File: src/pwm_mode_pkg.sv
// constants shared by the pulse-width mode generator and its prescaler
//
// Overview of operation
// (RL1) pulse output pin, ten-bit duty resolution
// (RL2) software clears port B direction bit three; no direction bit is modelled here, the pin output is always driven
// (RL3) mode control zero forces pulse latch low
// (RL4) period is (period+1) times four times prescale
// (RL5) count equal to period clears next increment
// (RL6) pin set at period start unless zero duty
// (RL7) duty buffer copied to active at period start
// (RL8) postscaler never affects pulse frequency
// (RL9) high for duty time, low for rest
// (RL10) pin low when extended count reaches duty
package pwm_mode_pkg;

   // ----------------------------------------------------------------
   // register bus
   // ----------------------------------------------------------------
   localparam int ADDR_W = 4;
   localparam int DATA_W = 8;
   localparam logic [3:0] OFS_MODE_CTRL = 4'h0;
   localparam logic [3:0] OFS_PERIOD = 4'h1;
   localparam logic [3:0] OFS_DUTY_BUF = 4'h2;
   localparam logic [3:0] OFS_TIMER_CTRL = 4'h3;
   localparam logic [3:0] OFS_TIMER_COUNT = 4'h4;
   localparam logic [3:0] OFS_DUTY_ACT_HI = 4'h5;
   localparam logic [3:0] OFS_DUTY_ACT_LO = 4'h6;
   localparam logic [3:0] OFS_STATUS = 4'h7;

   // ----------------------------------------------------------------
   // reset values
   // ----------------------------------------------------------------
   localparam logic [7:0] RST_MODE_CTRL = 8'h00;
   localparam logic [7:0] RST_PERIOD = 8'hFF;
   localparam logic [7:0] RST_DUTY_BUF = 8'h00;
   localparam logic [7:0] RST_TIMER_CTRL = 8'h00;

   // ----------------------------------------------------------------
   // field positions
   // ----------------------------------------------------------------
   localparam int MODE_LSB = 0;
   localparam int MODE_W = 4;
   localparam int DUTY_LOW_LSB = 4;
   localparam logic [1:0] MODE_PWM_TOP = 2'h3;
   localparam int TCTL_PRE_LSB = 0;
   localparam int TCTL_ON_BIT = 2;
   localparam int TCTL_POST_LSB = 3;
   localparam int STAT_POST_FLAG_BIT = 0;
   localparam int STAT_PIN_BIT = 1;

   // ----------------------------------------------------------------
   // timing counts
   // ----------------------------------------------------------------
   localparam int OSC_PER_INCR = 4;
   localparam logic [4:0] PRESCALE_1 = 5'h01;
   localparam logic [4:0] PRESCALE_4 = 5'h04;
   localparam logic [4:0] PRESCALE_16 = 5'h10;

endpackage

File: src/tick_divider.sv
// prescaler: one-cycle tick every 1, 4 or 16 oscillator cycles
`timescale 1ns/1ps
`default_nettype none
module tick_divider
   import pwm_mode_pkg::*;
(
   input wire logic clk_sys_in,
   input wire logic rst_b_in,
   input wire logic run_in,
   input wire logic [1:0] ratio_sel_in,
   output logic tick_out
);

   typedef struct packed {
      logic [3:0] count;
   } div_state_type;

   div_state_type s_q;
   div_state_type s_d;
   logic [3:0] last;

   function automatic logic [3:0] ratio_last(input logic [1:0] sel);
      logic [4:0] r;
      r = (sel == 2'h0) ? PRESCALE_1 : (sel == 2'h1) ? PRESCALE_4 : PRESCALE_16;
      return 4'(r - 5'h01);
   endfunction

   assign last = ratio_last(ratio_sel_in);
   assign tick_out = run_in && (s_q.count >= last);

   always_comb begin
      s_d = s_q;
      if (!run_in) begin
         s_d.count = 4'h0;
      end else if (s_q.count >= last) begin
         s_d.count = 4'h0;
      end else begin
         s_d.count = s_q.count + 4'h1;
      end
   end

   always_ff @(posedge clk_sys_in or negedge rst_b_in) begin
      if (!rst_b_in) begin
         s_q <= '0;
      end else begin
         s_q <= s_d;
      end
   end

endmodule
`default_nettype wire

File: src/pwm_mode_generator.sv
// pulse-width mode generator: period timer, duty compare, register port
//
// Implementation choices: the address map and strobed register access.
`timescale 1ns/1ps
`default_nettype none
module pwm_mode_generator
   import pwm_mode_pkg::*;
(
   input wire logic clk_sys_in,
   input wire logic rst_b_in,
   input wire logic [ADDR_W-1:0] reg_addr_in,
   input wire logic [DATA_W-1:0] reg_wdata_in,
   input wire logic reg_wr_in,
   input wire logic reg_rd_in,
   output logic [DATA_W-1:0] reg_rdata_out,
   output logic pulse_output_pin_out
);

   // ----------------------------------------------------------------
   // state
   // ----------------------------------------------------------------
   typedef struct packed {
      logic [7:0] unit_mode_control;
      logic [7:0] period_register;
      logic [7:0] duty_cycle_buffer;
      logic [7:0] timer_ctrl;
      logic [7:0] period_timer_count;
      logic [1:0] fine;
      logic [9:0] duty_cycle_active;
      logic [3:0] post_count;
      logic post_flag;
      logic pin;
      logic [7:0] rdata;
   } gen_state_type;

   gen_state_type s_q;
   gen_state_type s_d;

   logic quarter_tick;
   logic timer_on;
   logic pwm_mode;
   logic incr;
   logic boundary;
   logic [9:0] next_pos;
   logic [9:0] new_duty;
   logic post_set;

   function automatic logic reg_hit(input logic [3:0] addr, input logic [3:0] ofs);
      return addr == ofs;
   endfunction

   assign timer_on = s_q.timer_ctrl[TCTL_ON_BIT];
   assign pwm_mode = s_q.unit_mode_control[MODE_LSB+MODE_W-1 -: 2] == MODE_PWM_TOP;
   assign incr = quarter_tick && (s_q.fine == 2'h3);
   assign boundary = incr && (s_q.period_timer_count == s_q.period_register);
   assign new_duty = {s_q.duty_cycle_buffer, s_q.unit_mode_control[DUTY_LOW_LSB +: 2]};
   assign post_set = boundary && (s_q.post_count == s_q.timer_ctrl[TCTL_POST_LSB +: 4]);

   // ----------------------------------------------------------------
   // prescaler
   // ----------------------------------------------------------------
   // (RL4) quarter ticks scale period
   tick_divider u_prescale (
      .clk_sys_in(clk_sys_in),
      .rst_b_in(rst_b_in),
      .run_in(timer_on),
      .ratio_sel_in(s_q.timer_ctrl[TCTL_PRE_LSB +: 2]),
      .tick_out(quarter_tick)
   );

   // ----------------------------------------------------------------
   // next state
   // ----------------------------------------------------------------
   always_comb begin
      s_d = s_q;
      next_pos = {s_q.period_timer_count, s_q.fine};
      if (quarter_tick) begin
         // (RL4) four quarters per increment
         s_d.fine = s_q.fine + 2'h1;
         if (incr) begin
            if (boundary) begin
               // (RL5) match clears count
               s_d.period_timer_count = 8'h00;
            end else begin
               s_d.period_timer_count = s_q.period_timer_count + 8'h01;
            end
         end
         next_pos = {s_d.period_timer_count, s_d.fine};
         if (boundary) begin
            // (RL7) latch duty at start
            s_d.duty_cycle_active = new_duty;
            // (RL6) set unless zero duty
            s_d.pin = pwm_mode && (new_duty != 10'h000);
            // (RL8) postscaler only counts periods, pin untouched
            if (s_q.post_count == s_q.timer_ctrl[TCTL_POST_LSB +: 4]) begin
               s_d.post_count = 4'h0;
               s_d.post_flag = 1'b1;
            end else begin
               s_d.post_count = s_q.post_count + 4'h1;
            end
         end else if (next_pos == s_q.duty_cycle_active) begin
            // (RL9) low for the rest
            // (RL10) extended count reaches duty
            s_d.pin = 1'b0;
         end
      end
      // (RL3) latch low outside pulse mode
      if (!pwm_mode) begin
         s_d.pin = 1'b0;
      end
      // register writes
      if (reg_wr_in) begin
         if (reg_hit(reg_addr_in, OFS_MODE_CTRL)) begin
            s_d.unit_mode_control = reg_wdata_in;
            // (RL3) zero write clears latch
            if (reg_wdata_in == 8'h00) begin
               s_d.pin = 1'b0;
            end
         end else if (reg_hit(reg_addr_in, OFS_PERIOD)) begin
            s_d.period_register = reg_wdata_in;
         end else if (reg_hit(reg_addr_in, OFS_DUTY_BUF)) begin
            s_d.duty_cycle_buffer = reg_wdata_in;
         end else if (reg_hit(reg_addr_in, OFS_TIMER_CTRL)) begin
            s_d.timer_ctrl = reg_wdata_in;
         end else if (reg_hit(reg_addr_in, OFS_STATUS)) begin
            // set wins over clear in the same cycle
            if (reg_wdata_in[STAT_POST_FLAG_BIT] && !post_set) begin
               s_d.post_flag = 1'b0;
            end
         end
      end
      // read data stands one cycle only
      s_d.rdata = 8'h00;
      if (reg_rd_in) begin
         if (reg_hit(reg_addr_in, OFS_MODE_CTRL)) begin
            s_d.rdata = s_q.unit_mode_control;
         end else if (reg_hit(reg_addr_in, OFS_PERIOD)) begin
            s_d.rdata = s_q.period_register;
         end else if (reg_hit(reg_addr_in, OFS_DUTY_BUF)) begin
            s_d.rdata = s_q.duty_cycle_buffer;
         end else if (reg_hit(reg_addr_in, OFS_TIMER_CTRL)) begin
            s_d.rdata = s_q.timer_ctrl;
         end else if (reg_hit(reg_addr_in, OFS_TIMER_COUNT)) begin
            s_d.rdata = s_q.period_timer_count;
         end else if (reg_hit(reg_addr_in, OFS_DUTY_ACT_HI)) begin
            s_d.rdata = s_q.duty_cycle_active[9:2];
         end else if (reg_hit(reg_addr_in, OFS_DUTY_ACT_LO)) begin
            s_d.rdata = {6'h00, s_q.duty_cycle_active[1:0]};
         end else if (reg_hit(reg_addr_in, OFS_STATUS)) begin
            s_d.rdata = {6'h00, s_q.pin, s_q.post_flag};
         end
      end
   end

   always_ff @(posedge clk_sys_in or negedge rst_b_in) begin
      if (!rst_b_in) begin
         s_q <= '0;
         s_q.unit_mode_control <= RST_MODE_CTRL;
         s_q.period_register <= RST_PERIOD;
         s_q.duty_cycle_buffer <= RST_DUTY_BUF;
         s_q.timer_ctrl <= RST_TIMER_CTRL;
      end else begin
         s_q <= s_d;
      end
   end

   // (RL1) pin straight from latch
   assign pulse_output_pin_out = s_q.pin;
   assign reg_rdata_out = s_q.rdata;

   // ----------------------------------------------------------------
   // checks
   // ----------------------------------------------------------------
   AST_MODE_OFF_LOW: assert property (@(posedge clk_sys_in) disable iff (!rst_b_in) // RL3
      !pwm_mode |=> !s_q.pin)
      else $error("pulse latch high outside pulse mode");

   AST_ZERO_WRITE_LOW: assert property (@(posedge clk_sys_in) disable iff (!rst_b_in) // RL3
      (reg_wr_in && reg_addr_in == OFS_MODE_CTRL && reg_wdata_in == 8'h00)
      |=> !s_q.pin ##1 !s_q.pin)
      else $error("zero mode write did not hold latch low");

   AST_TIMER_WRAP: assert property (@(posedge clk_sys_in) disable iff (!rst_b_in) // RL5
      boundary |=> s_q.period_timer_count == 8'h00 && s_q.fine == 2'h0)
      else $error("timer not cleared after period match");

   AST_TIMER_STEP: assert property (@(posedge clk_sys_in) disable iff (!rst_b_in) // RL4
      (incr && !boundary) |=> s_q.period_timer_count == $past(s_q.period_timer_count) + 8'h01)
      else $error("timer did not step by one");

   AST_NO_STEP: assert property (@(posedge clk_sys_in) disable iff (!rst_b_in) // RL4
      (!quarter_tick && !(reg_wr_in && reg_addr_in == OFS_TIMER_CTRL))
      |=> $stable(s_q.period_timer_count) && $stable(s_q.fine))
      else $error("timer moved without a prescaler tick");

   AST_PIN_SET: assert property (@(posedge clk_sys_in) disable iff (!rst_b_in) // RL6
      (boundary && pwm_mode && new_duty != 10'h000 && !reg_wr_in) |=> s_q.pin)
      else $error("pin not set at period start");

   AST_ZERO_DUTY: assert property (@(posedge clk_sys_in) disable iff (!rst_b_in) // RL6
      (boundary && new_duty == 10'h000) |=> !s_q.pin)
      else $error("pin set with zero duty");

   AST_DUTY_LATCH: assert property (@(posedge clk_sys_in) disable iff (!rst_b_in) // RL7
      boundary |=> s_q.duty_cycle_active == $past(new_duty))
      else $error("active duty not loaded at period start");

   AST_DUTY_HOLD: assert property (@(posedge clk_sys_in) disable iff (!rst_b_in) // RL7
      !boundary |=> $stable(s_q.duty_cycle_active))
      else $error("active duty changed mid period");

   AST_FALL_AT_DUTY: assert property (@(posedge clk_sys_in) disable iff (!rst_b_in) // RL10
      ($fell(s_q.pin) && $past(pwm_mode) && !$past(reg_wr_in))
      |-> {s_q.period_timer_count, s_q.fine} == s_q.duty_cycle_active)
      else $error("pin fell away from duty position");

   AST_PIN_QUIET: assert property (@(posedge clk_sys_in) disable iff (!rst_b_in) // RL8
      (!quarter_tick && pwm_mode && !reg_wr_in) |=> $stable(s_q.pin))
      else $error("pin changed without a timer tick");

   AST_READ_COUNT: assert property (@(posedge clk_sys_in) disable iff (!rst_b_in) // RL9
      (reg_rd_in && reg_addr_in == OFS_TIMER_COUNT)
      |=> reg_rdata_out == $past(s_q.period_timer_count)
      ##1 ($past(reg_rd_in) || reg_rdata_out == 8'h00))
      else $error("timer count readback wrong");

   AST_TICK_ONLY_ON: assert property (@(posedge clk_sys_in) disable iff (!rst_b_in) // RL4
      !timer_on |-> !quarter_tick)
      else $error("prescaler ticked with timer off");

   AST_FINE_STEP: assert property (@(posedge clk_sys_in) disable iff (!rst_b_in) // RL4
      quarter_tick |=> s_q.fine == $past(s_q.fine) + 2'h1)
      else $error("quarter phase did not advance");

   AST_PIN_LOW_HOLD: assert property (@(posedge clk_sys_in) disable iff (!rst_b_in) // RL9
      (!s_q.pin && !boundary) |=> !s_q.pin)
      else $error("pin rose away from period start");

   AST_PIN_HIGH_HOLD: assert property (@(posedge clk_sys_in) disable iff (!rst_b_in) // RL9
      (s_q.pin && pwm_mode && !reg_wr_in && !boundary
       && !(quarter_tick && next_pos == s_q.duty_cycle_active)) |=> s_q.pin)
      else $error("pin fell before duty position");

   // ----------------------------------------------------------------
   // register and status checks
   // ----------------------------------------------------------------
   AST_PERIOD_WRITE: assert property (@(posedge clk_sys_in) disable iff (!rst_b_in) // RL4
      (reg_wr_in && reg_addr_in == OFS_PERIOD)
      |=> s_q.period_register == $past(reg_wdata_in))
      else $error("period register write lost");

   AST_MODE_WRITE: assert property (@(posedge clk_sys_in) disable iff (!rst_b_in) // RL3
      (reg_wr_in && reg_addr_in == OFS_MODE_CTRL)
      |=> s_q.unit_mode_control == $past(reg_wdata_in))
      else $error("mode control write lost");

   AST_DUTY_BUF_WRITE: assert property (@(posedge clk_sys_in) disable iff (!rst_b_in) // RL7
      (reg_wr_in && reg_addr_in == OFS_DUTY_BUF)
      |=> s_q.duty_cycle_buffer == $past(reg_wdata_in))
      else $error("duty buffer write lost");

   AST_TCTL_WRITE: assert property (@(posedge clk_sys_in) disable iff (!rst_b_in) // RL8
      (reg_wr_in && reg_addr_in == OFS_TIMER_CTRL)
      |=> s_q.timer_ctrl == $past(reg_wdata_in))
      else $error("timer control write lost");

   AST_DUTY_READ_HI: assert property (@(posedge clk_sys_in) disable iff (!rst_b_in) // RL7
      (reg_rd_in && reg_addr_in == OFS_DUTY_ACT_HI)
      |=> {reg_rdata_out, 2'b00} == ($past(s_q.duty_cycle_active) & 10'h3FC))
      else $error("active duty high readback wrong");

   AST_DUTY_READ_LO: assert property (@(posedge clk_sys_in) disable iff (!rst_b_in) // RL7
      (reg_rd_in && reg_addr_in == OFS_DUTY_ACT_LO)
      |=> {2'b00, reg_rdata_out} == ($past(s_q.duty_cycle_active) & 10'h003))
      else $error("active duty low readback wrong");

   AST_STATUS_READ: assert property (@(posedge clk_sys_in) disable iff (!rst_b_in) // RL1
      (reg_rd_in && reg_addr_in == OFS_STATUS)
      |=> reg_rdata_out == {6'h00, $past(s_q.pin), $past(s_q.post_flag)})
      else $error("status readback wrong");

   AST_POST_SET: assert property (@(posedge clk_sys_in) disable iff (!rst_b_in) // RL8
      post_set |=> s_q.post_flag)
      else $error("postscale flag not set");

   AST_POST_CLEAR: assert property (@(posedge clk_sys_in) disable iff (!rst_b_in) // RL8
      (reg_wr_in && reg_addr_in == OFS_STATUS
       && reg_wdata_in[STAT_POST_FLAG_BIT] && !post_set) |=> !s_q.post_flag)
      else $error("postscale flag not cleared");

   AST_POST_STICKY: assert property (@(posedge clk_sys_in) disable iff (!rst_b_in) // RL8
      (s_q.post_flag && !reg_wr_in) |=> s_q.post_flag)
      else $error("postscale flag dropped by itself");

   AST_POST_QUIET: assert property (@(posedge clk_sys_in) disable iff (!rst_b_in) // RL8
      (!s_q.post_flag && !post_set) |=> !s_q.post_flag)
      else $error("postscale flag set off its count");

   AST_POST_COUNT_HOLD: assert property (@(posedge clk_sys_in) disable iff (!rst_b_in) // RL8
      !boundary |=> $stable(s_q.post_count))
      else $error("postscale count moved mid period");

endmodule
`default_nettype wire

File: config.mk
export PLATFORM = sky130hd
export DESIGN_NAME = pwm_mode_generator
export DESIGN_NICKNAME = d
export VERILOG_FILES = /design/src/pwm_mode_pkg.sv /design/src/tick_divider.sv /design/src/pwm_mode_generator.sv
export SDC_FILE = /design/constraint.sdc
export NUM_CORES = 1
export LEC_CHECK = 0
export ABC_CLOCK_PERIOD_IN_PS = 2750
export BUFFER_PORTS_ARGS = -buffer_cell sky130_fd_sc_hd__buf_2
export CORE_MARGIN = 2
export CORE_UTILIZATION = 55
export CTS_CLUSTER_DIAMETER = 100
export DETAILED_ROUTE_END_ITERATION = 8
export PLACE_DENSITY = 0.76
export SKIP_LAST_GASP = 1
export SYNTH_ARGS = -nofsm -noshare
export SYNTH_HDL_FRONTEND = slang
export SYNTH_SLANG_ARGS = --single-unit
File: constraint.sdc
create_clock -name clk_sys_in -period 2.75 [get_ports clk_sys_in]
set_input_delay 0.55 -clock clk_sys_in [delete_from_list [all_inputs] [get_ports clk_sys_in]]
set_output_delay 0.55 -clock clk_sys_in [all_outputs]
set_load 0.005 [all_outputs]
==> flow_summary.yaml, run 1 <==
status:
  status: "finished with violations"
  violations: "setup timing"
global_routing:
  overflow: 0
  antenna_found_initial: 0
  grtUsageMet2: 0.3899
  grt_max_degree: 43
  grtUsageMet3: 0.04247
  grt_pass1_vias: 2935
  busiest_layer: "met2"
  grtUsageTotal: 0.2495
  use_met1: 0.3529
  grt_pass1_wl_um: 14930
logic_synthesis:
  synth_top_area_cell: "dfrtp_1"
  synth_nets: 407
  yosys_warnings: 0
  synthCells: 383
  synth.most_common_cell: "dfrtp_1"
  synth_top_area_share: 0.3888
  yosys_register_bits: 70
  yosysUniqueCellTypes: 64
  synth_edf_count: 0
  netlist_top_cells_count: "dfrtp_1 (62), nand2_1 (47), mux2_2 (36)"
  synthTopCellsByArea: "dfrtp_1 (39%), mux2_2 (10%), dfstp_2 (5.3%)"
  syn_area_per_cell_um2: 10.42
  synth_area_um2: 3990
  yosysSeqAreaShare: 0.4415
  async_flop_share: 1.000
  synth_ff_type: "dfrtp_1"
sta:
  finClkSkew_ns: 0.008274
  slew_viol_final: 0
  setup_slack_ns: -0.007663
  tightest_slew_ns: 0.6588
  timing.fmax_ghz: 0.3626
  rsz0062_at_grt: "yes"
  fin_crit_sh: 1.003
  setup_viol_count_final: 1
  worst_slew_margin_rel: 0.5608
  finalCriticalPeriod_ns: 2.758
  final-hold-violation-count: 0
clock_network:
  cts.reportedPaths.clkPinSlew_ns: 0.07
  numCtsBuffers: 9
  clockRootBuffer: "clkbuf_8"
  h-tree-depth: 3
  cts_tree: "yes"
  cts.sinks: 70
  holdBufCountCts: 0
  clk_latency_ns: 0.35
  clock_path_buffers: 2
critical_path:
  critical_path_class: "reg -> reg"
  crit_arrival_ns: 2.98
  worstSetupStartpointType: "flip-flop"
  critPathMaxFanout: 5
  cp-end-kind: "flip-flop"
  worst_ep_required_time_ns: 2.97
flow_run:
  max-cap-violations: 0
placement:
  gp_congestion: 0.8936
  hpwl_um: 6669
  post_dp_cell_area_um2: 4185
  post-place-ws_ns: -0.07178
  portBuffers: 24
die:
  core_um2: 7137
  start_util: 0.5591
  die_width_um: 89.18
  io_pins: 25
  rows: 31
  design.die.area_um2: 7952
  die_h_um: 89.18
pwr:
  power_mw: 2.946
  ir_drop_mv: 0.3808
  leakage_nw: 1.895
  power_density_nw_per_um2: 651.4
routing:
  first_iter_violations: 411
  vias: 3147
  final_antenna_net_count: 0
  drc_errors: 0
  finalWirelength_um: 9639
  routedWlPerCell_um: 18.68
  viasPerCell: 6.099
  drt_pass1_iterations: 5
finish:
  n_antenna_cell: 0
  fin_nets: 436
  finalInstanceArea_um2: 4523
  drive_gt1_frac: 0.3189
  areaGrowthSynthToFinish_pct: 13.36
worst_hold_path:
  hold_class: "in -> async"
state kept, by name (all words and copies together) (netlist names):
register and flops:
reg_rdata_out 8, new_duty 10, pulse_output_pin_out 1, s_q 47, u_prescale.s_q 4
metrics by stage:
stage / std cells / util / hold WS (ns) / TNS, ns
2_1_floorplan: 383 / - / 0.2544 / 0
3_3_place_gp: 493 / 0.5864 / 0.4911 / -0.04744
3_5_place_dp: 493 / 0.5864 / 0.4993 / -0.07178
4_1_cts: 512 / 0.6239 / 0.2585 / 0
5_1_grt: 516 / 0.6338 / 0.2932 / -0.06952
6_report: 516 / 0.6338 / 0.2319 / -0.007663
worst paths after layout:
path	start	endpoint	slack, ns	cells after the start
max in group asynchronous	rst_b_in	s_q[56]	1.82	2
worst min-delay path	rst_b_in	s_q[31]	0.23	1
worst max register to register	s_q[35]	pulse_output_pin_out	-0.008	12
worst min register to register	s_q[25]	s_q[25]	0.51	1
worst max-delay path	s_q[35]	pulse_output_pin_out	-0.008	12
min in group clk_sys_in	reg_rd_in	reg_rdata_out[6]	0.49	2
metal layers:
| layer | vias up | wire (um) |
|---|---|---|
| met4 | 0 | 202 |
| met1 | 1548 | 4276 |
| met3 | 20 | 536 |
| met5 | - | 0 |
| li1 | 1426 | - |
| met2 | 153 | 4623 |
area by class of cell:
cell class	count	area, um2
Fill cell	608	2614
Multi-Input combinational cell	280	2146
Sequential cell	70	1762
Timing Repair Buffer	42	267.8
Clock buffer	11	131.4
Tap cell	99	123.9
Clock inverter	5	58.81
Inverter	9	33.78
placed cells by master (no fill, tap or decap), drive strengths merged, types with 2 or more instances in the layout:
cell type  netlist  final
nand2b           4      4
xor2             4      4
dfstp            8      8
nor4             6      6
mux2            36     36
and4             3      3
a221oi           2      2
o21ai           28     28
o211a            2      2
mux2i            4      4
a2bb2oi          3      3
nor3             2      2
nand4            5      5
a21o             1      2
nor2b           17     17
a22o             2      2
a21oi           17     18
inv              9     10
nor2            17     17
dfrtp           62     62
buf             18     42
clkinvlp         0      2
mux4             2      2
o22ai            7      7
xnor2           19     19
nand3           18     18
o211ai           3      3
a211oi           3      3
ha               8      8
clkbuf           8     11
o31ai            4      4
nand2           48     48
what timing repair did:
action,CTS,global route
endpoints found under the setup margin,1,5
resized for setup,8,6
buffers inserted,2,3
pin swaps,8,5
cloned,1,1
where the power goes:
group	internal (mW)	total, mW	switching (mW)	leakage, nW
Combinational	0.372	0.738	0.366	0.906
Sequential	1.21	1.39	0.179	0.899
Clock	0.421	0.822	0.401	0.0899
Total	2.00	2.95	0.946	1.89
critical path, stage by stage, from the launching register on:
cell	delay (ns)
dfrtp_1	0.40
or2b_4	0.27
ha_4	0.22
ha_4	0.25
o211a_1	0.19
o31ai_4	0.12
buf_4	0.16
a21o_4	0.23
nor2_1	0.14
xor2_1	0.17
o22ai_1	0.11
a211oi_2	0.26
o211ai_2	0.12
kinds of logic after synthesis:
logic type | count (synthesis) | share of synthesized area
xor+xnor | 23 | 0.05237
mux | 42 | 0.1239
buf+inv | 35 | 0.04829
simple gates | 124 | 0.1627
compound gates | 81 | 0.1461
flops | 70 | 0.4415
fa+ha+maj | 8 | 0.02509
Note: power is estimated with default switching activity, not from simulation.
==> inputs of run 2 (changes only) <==
SYNTH_HIERARCHICAL = 1   (was unset)
==> run 2 against run 1 <==
The flow now finishes without violations. Utilization down 2.0 points. Non-clock buffer count down 11. Synthesized area down 5.2%. Final area down 8.8%. Critical endpoint unchanged. Wire length down 15%. Hold slack better by 0.17 ns. Register-to-register slack better by 0.21 ns.
==> flow_summary.yaml, run 2 <==
critical_path:
  cp-end-kind: "flip-flop"
  critical_path_class: "reg -> reg"
  cp_num_buf_inv: 0
  path_cells: "nor2_2 -> ha_1 -> o211a_1 -> o31ai_1 -> a21boi_2 -> and4_1 -> and2_1 -> xnor2_1 -> o211ai_1 -> nor4_1 -> o21ai_1"
  critPathMaxFanout: 5
  max_stage_delay_ns: 0.44
  crit_family: "simple AND/OR/NAND/NOR gates"
  crit_arrival_ns: 2.78
  worst_ep_required_time_ns: 2.99
  worstSetupStartpointType: "flip-flop"
  crit_slowest_cell: "dfrtp_1"
routing:
  final_antenna_net_count: 0
  viasPerCell: 5.893
  vias: 2699
  drc_errors: 0
  finalWirelength_um: 8178
  drt_pass1_iterations: 4
  first_iter_violations: 198
  routedWlPerCell_um: 17.86
pwr:
  power_mw: 2.786
  power_density_nw_per_um2: 675.2
  switching_share: 0.2930
  internal-power_mw: 1.970
  leakage_nw: 1.928
  switchingPower_uw: 816.3
  ir_drop_mv: 0.4596
  seq_power_share: 0.499
  power.share.clock: 0.305
  power_frac_comb: 0.196
logic_synthesis:
  synth_adder_area_share: 0.02316
  synth_top_area_cell: "dfrtp_1"
  synth_compound_area_frac: 0.08140
  yosysSeqAreaShare: 0.4659
  async_flop_share: 1.000
  synthCells: 356
  yosys_warnings: 6
  yosysUniqueCellTypes: 52
  syn_area_per_cell_um2: 10.62
  synth_edf_count: 0
  synth_area_um2: 3781
  netlist_top_cells_count: "dfrtp_1 (62), nand2_1 (47), mux2_2 (37)"
  synth.most_common_cell: "dfrtp_1"
  synthTopCellsByArea: "dfrtp_1 (41%), mux2_2 (11%), dfstp_2 (5.6%)"
  muxShareOfSynthArea: 0.1353
  synth_ff_type: "dfrtp_1"
  synth_xor_area_frac: 0.07876
  synth_nets: 379
  synth_top_area_share: 0.4103
  yosys_register_bits: 70
  yosys.area_share.simple: 0.1724
  synth_top_family_by_area: "simple AND/OR/NAND/NOR gates"
flow_run:
  max-cap-violations: 0
clock_network:
  cts.sinks: 70
  cts.reportedPaths.clkPinSlew_ns: 0.08
  h-tree-depth: 3
  cts_tree: "yes"
  post_cts_buffers: 0
  clock_path_buffers: 2
  clockRootBuffer: "clkbuf_8"
  numCtsBuffers: 9
  clk_latency_ns: 0.35
sta:
  finalHoldWorstSlack_ns: 0.3977
  worst_slew_margin_rel: 0.4097
  timing.fmax_ghz: 0.3931
  final-hold-violation-count: 0
  finClkSkew_ns: 0.01270
  finalCriticalPeriod_ns: 2.544
  fin_crit_sh: 0.9251
  tightest_slew_ns: 0.8854
  rsz0062_at_grt: "no"
  fin_setup_tns_ns: 0
  slew_viol_final: 0
  setup_viol_count_final: 0
finish:
  fillers: 548
  mostFrequentLayoutCells: "dfrtp_1 (62), nand2_1 (47), mux2_2 (37)"
  finalInstanceArea_um2: 4126
  largest_reg_flops: 47
  n_antenna_cell: 0
  final_common_cell: "dfrtp_1"
  areaGrowthSynthToFinish_pct: 9.133
  fin_nets: 396
  largest-register: "s_q"
  drive_gt1_frac: 0.2725
placement:
  post_dp_cell_area_um2: 3902
  gp_congestion: 0.9027
  portBuffers: 24
  hpwl_um: 5947
die:
  io_pins: 25
  die_width_um: 86.92
  start_util: 0.5628
  design.die.area_um2: 7554
  core_um2: 6719
  rows: 30
  die_h_um: 86.92
global_routing:
  grt_max_degree: 71
  grtUsageTotal: 0.2391
  grt_pass1_wl_um: 13680
  grt_pass1_vias: 2722
  antenna_found_initial: 0
  overflow: 0
status:
  status: "complete, no violations"
worst_hold_path:
  hold_class: "in -> async"
[run 2: cell types whose count changed after synthesis, sizes merged, moves of 8 or more]
cell   delta
nand3    -10
nor2      +8
nor3      +9
a21oi     -8
xor2     +15
o21ai    -16
[run 2: cells by family after synthesis]
kind of cell / after synthesis
adder cells (fa/ha/maj): 7
flip-flops: 70
multiplexers: 44
buffers and inverters: 28
XOR/XNOR: 34
AO/OA/AOI/OAI: 45
AND/OR/NAND/NOR: 128
[run 2: power by group through the flow]
stage	registers [mW]	clock network (mW)	logic, mW
after floorplan	1.34	0	0.432
after global placement	1.39	0	0.528
after detailed placement	1.40	0	0.544
after CTS	1.38	0.865	0.548
after global routing	1.41	0.904	0.614
final	1.39	0.849	0.546
[run 2: path summary, 6_finish.rpt]
kind | start | to | slack, ns | cells past startpoint
worst min-delay path | rst_b_in | u_prescale/s_q[0] | 0.40 | 2
worst max register to register | s_q[35] | pulse_output_pin_out | 0.21 | 11
min in group clk_sys_in | reg_rd_in | reg_rdata_out[7] | 0.49 | 2
max in group asynchronous | rst_b_in | s_q[39] | 1.77 | 2
worst max-delay path | s_q[35] | pulse_output_pin_out | 0.21 | 11
worst min register to register | s_q[58] | s_q[58] | 0.50 | 1
[run 2: what timing repair did]
action                                  CTS  global route
hold buffers                              0             0
endpoints found under the setup margin    0             5
resized for setup                         0             6
[run 2: cell type report]
| cell class | count | area, um2 | share of cell area |
|---|---|---|---|
| multi-input combinational | 258 | 1879 | 0.4554 |
| sequential | 70 | 1762 | 0.4269 |
| timing repair buffer | 31 | 172.7 | 0.04184 |
| clock buffer | 13 | 158.9 | 0.03851 |
| tap | 80 | 100.1 | 0.02426 |
| clock inverter | 3 | 42.54 | 0.01031 |
| inverter | 3 | 11.26 | 0.002729 |
[run 2: routing by layer]
metal  share of wire  routed length, um  vias up  GRT usage
li1                -                  -     1281          -
met1            0.44               3638     1333     0.3298
met2            0.48               3892       66     0.3643
met3           0.043                351       19    0.03697
met4           0.036                295        0     0.1278
met5               0                  0        -          0
[run 2: per-stage QoR]
step	cells	utilization	setup WS (ns)
2_1_floorplan	356	-	0.1930
5_1_grt	458	0.6142	0.02324
3_5_place_dp	442	0.5808	0.06464
6_report	458	0.6142	0.2059
3_3_place_gp	442	0.5808	0.1867
4_1_cts	458	0.6108	0.05425
[run 2: worst reg2reg max path, delay by kind of cell (launching register included)]
family	cells	cell delay [ns]
simple gates	4	0.99
xor+xnor	1	0.15
fa+ha+maj	1	0.21
flops	1	0.44
compound gates	5	0.65
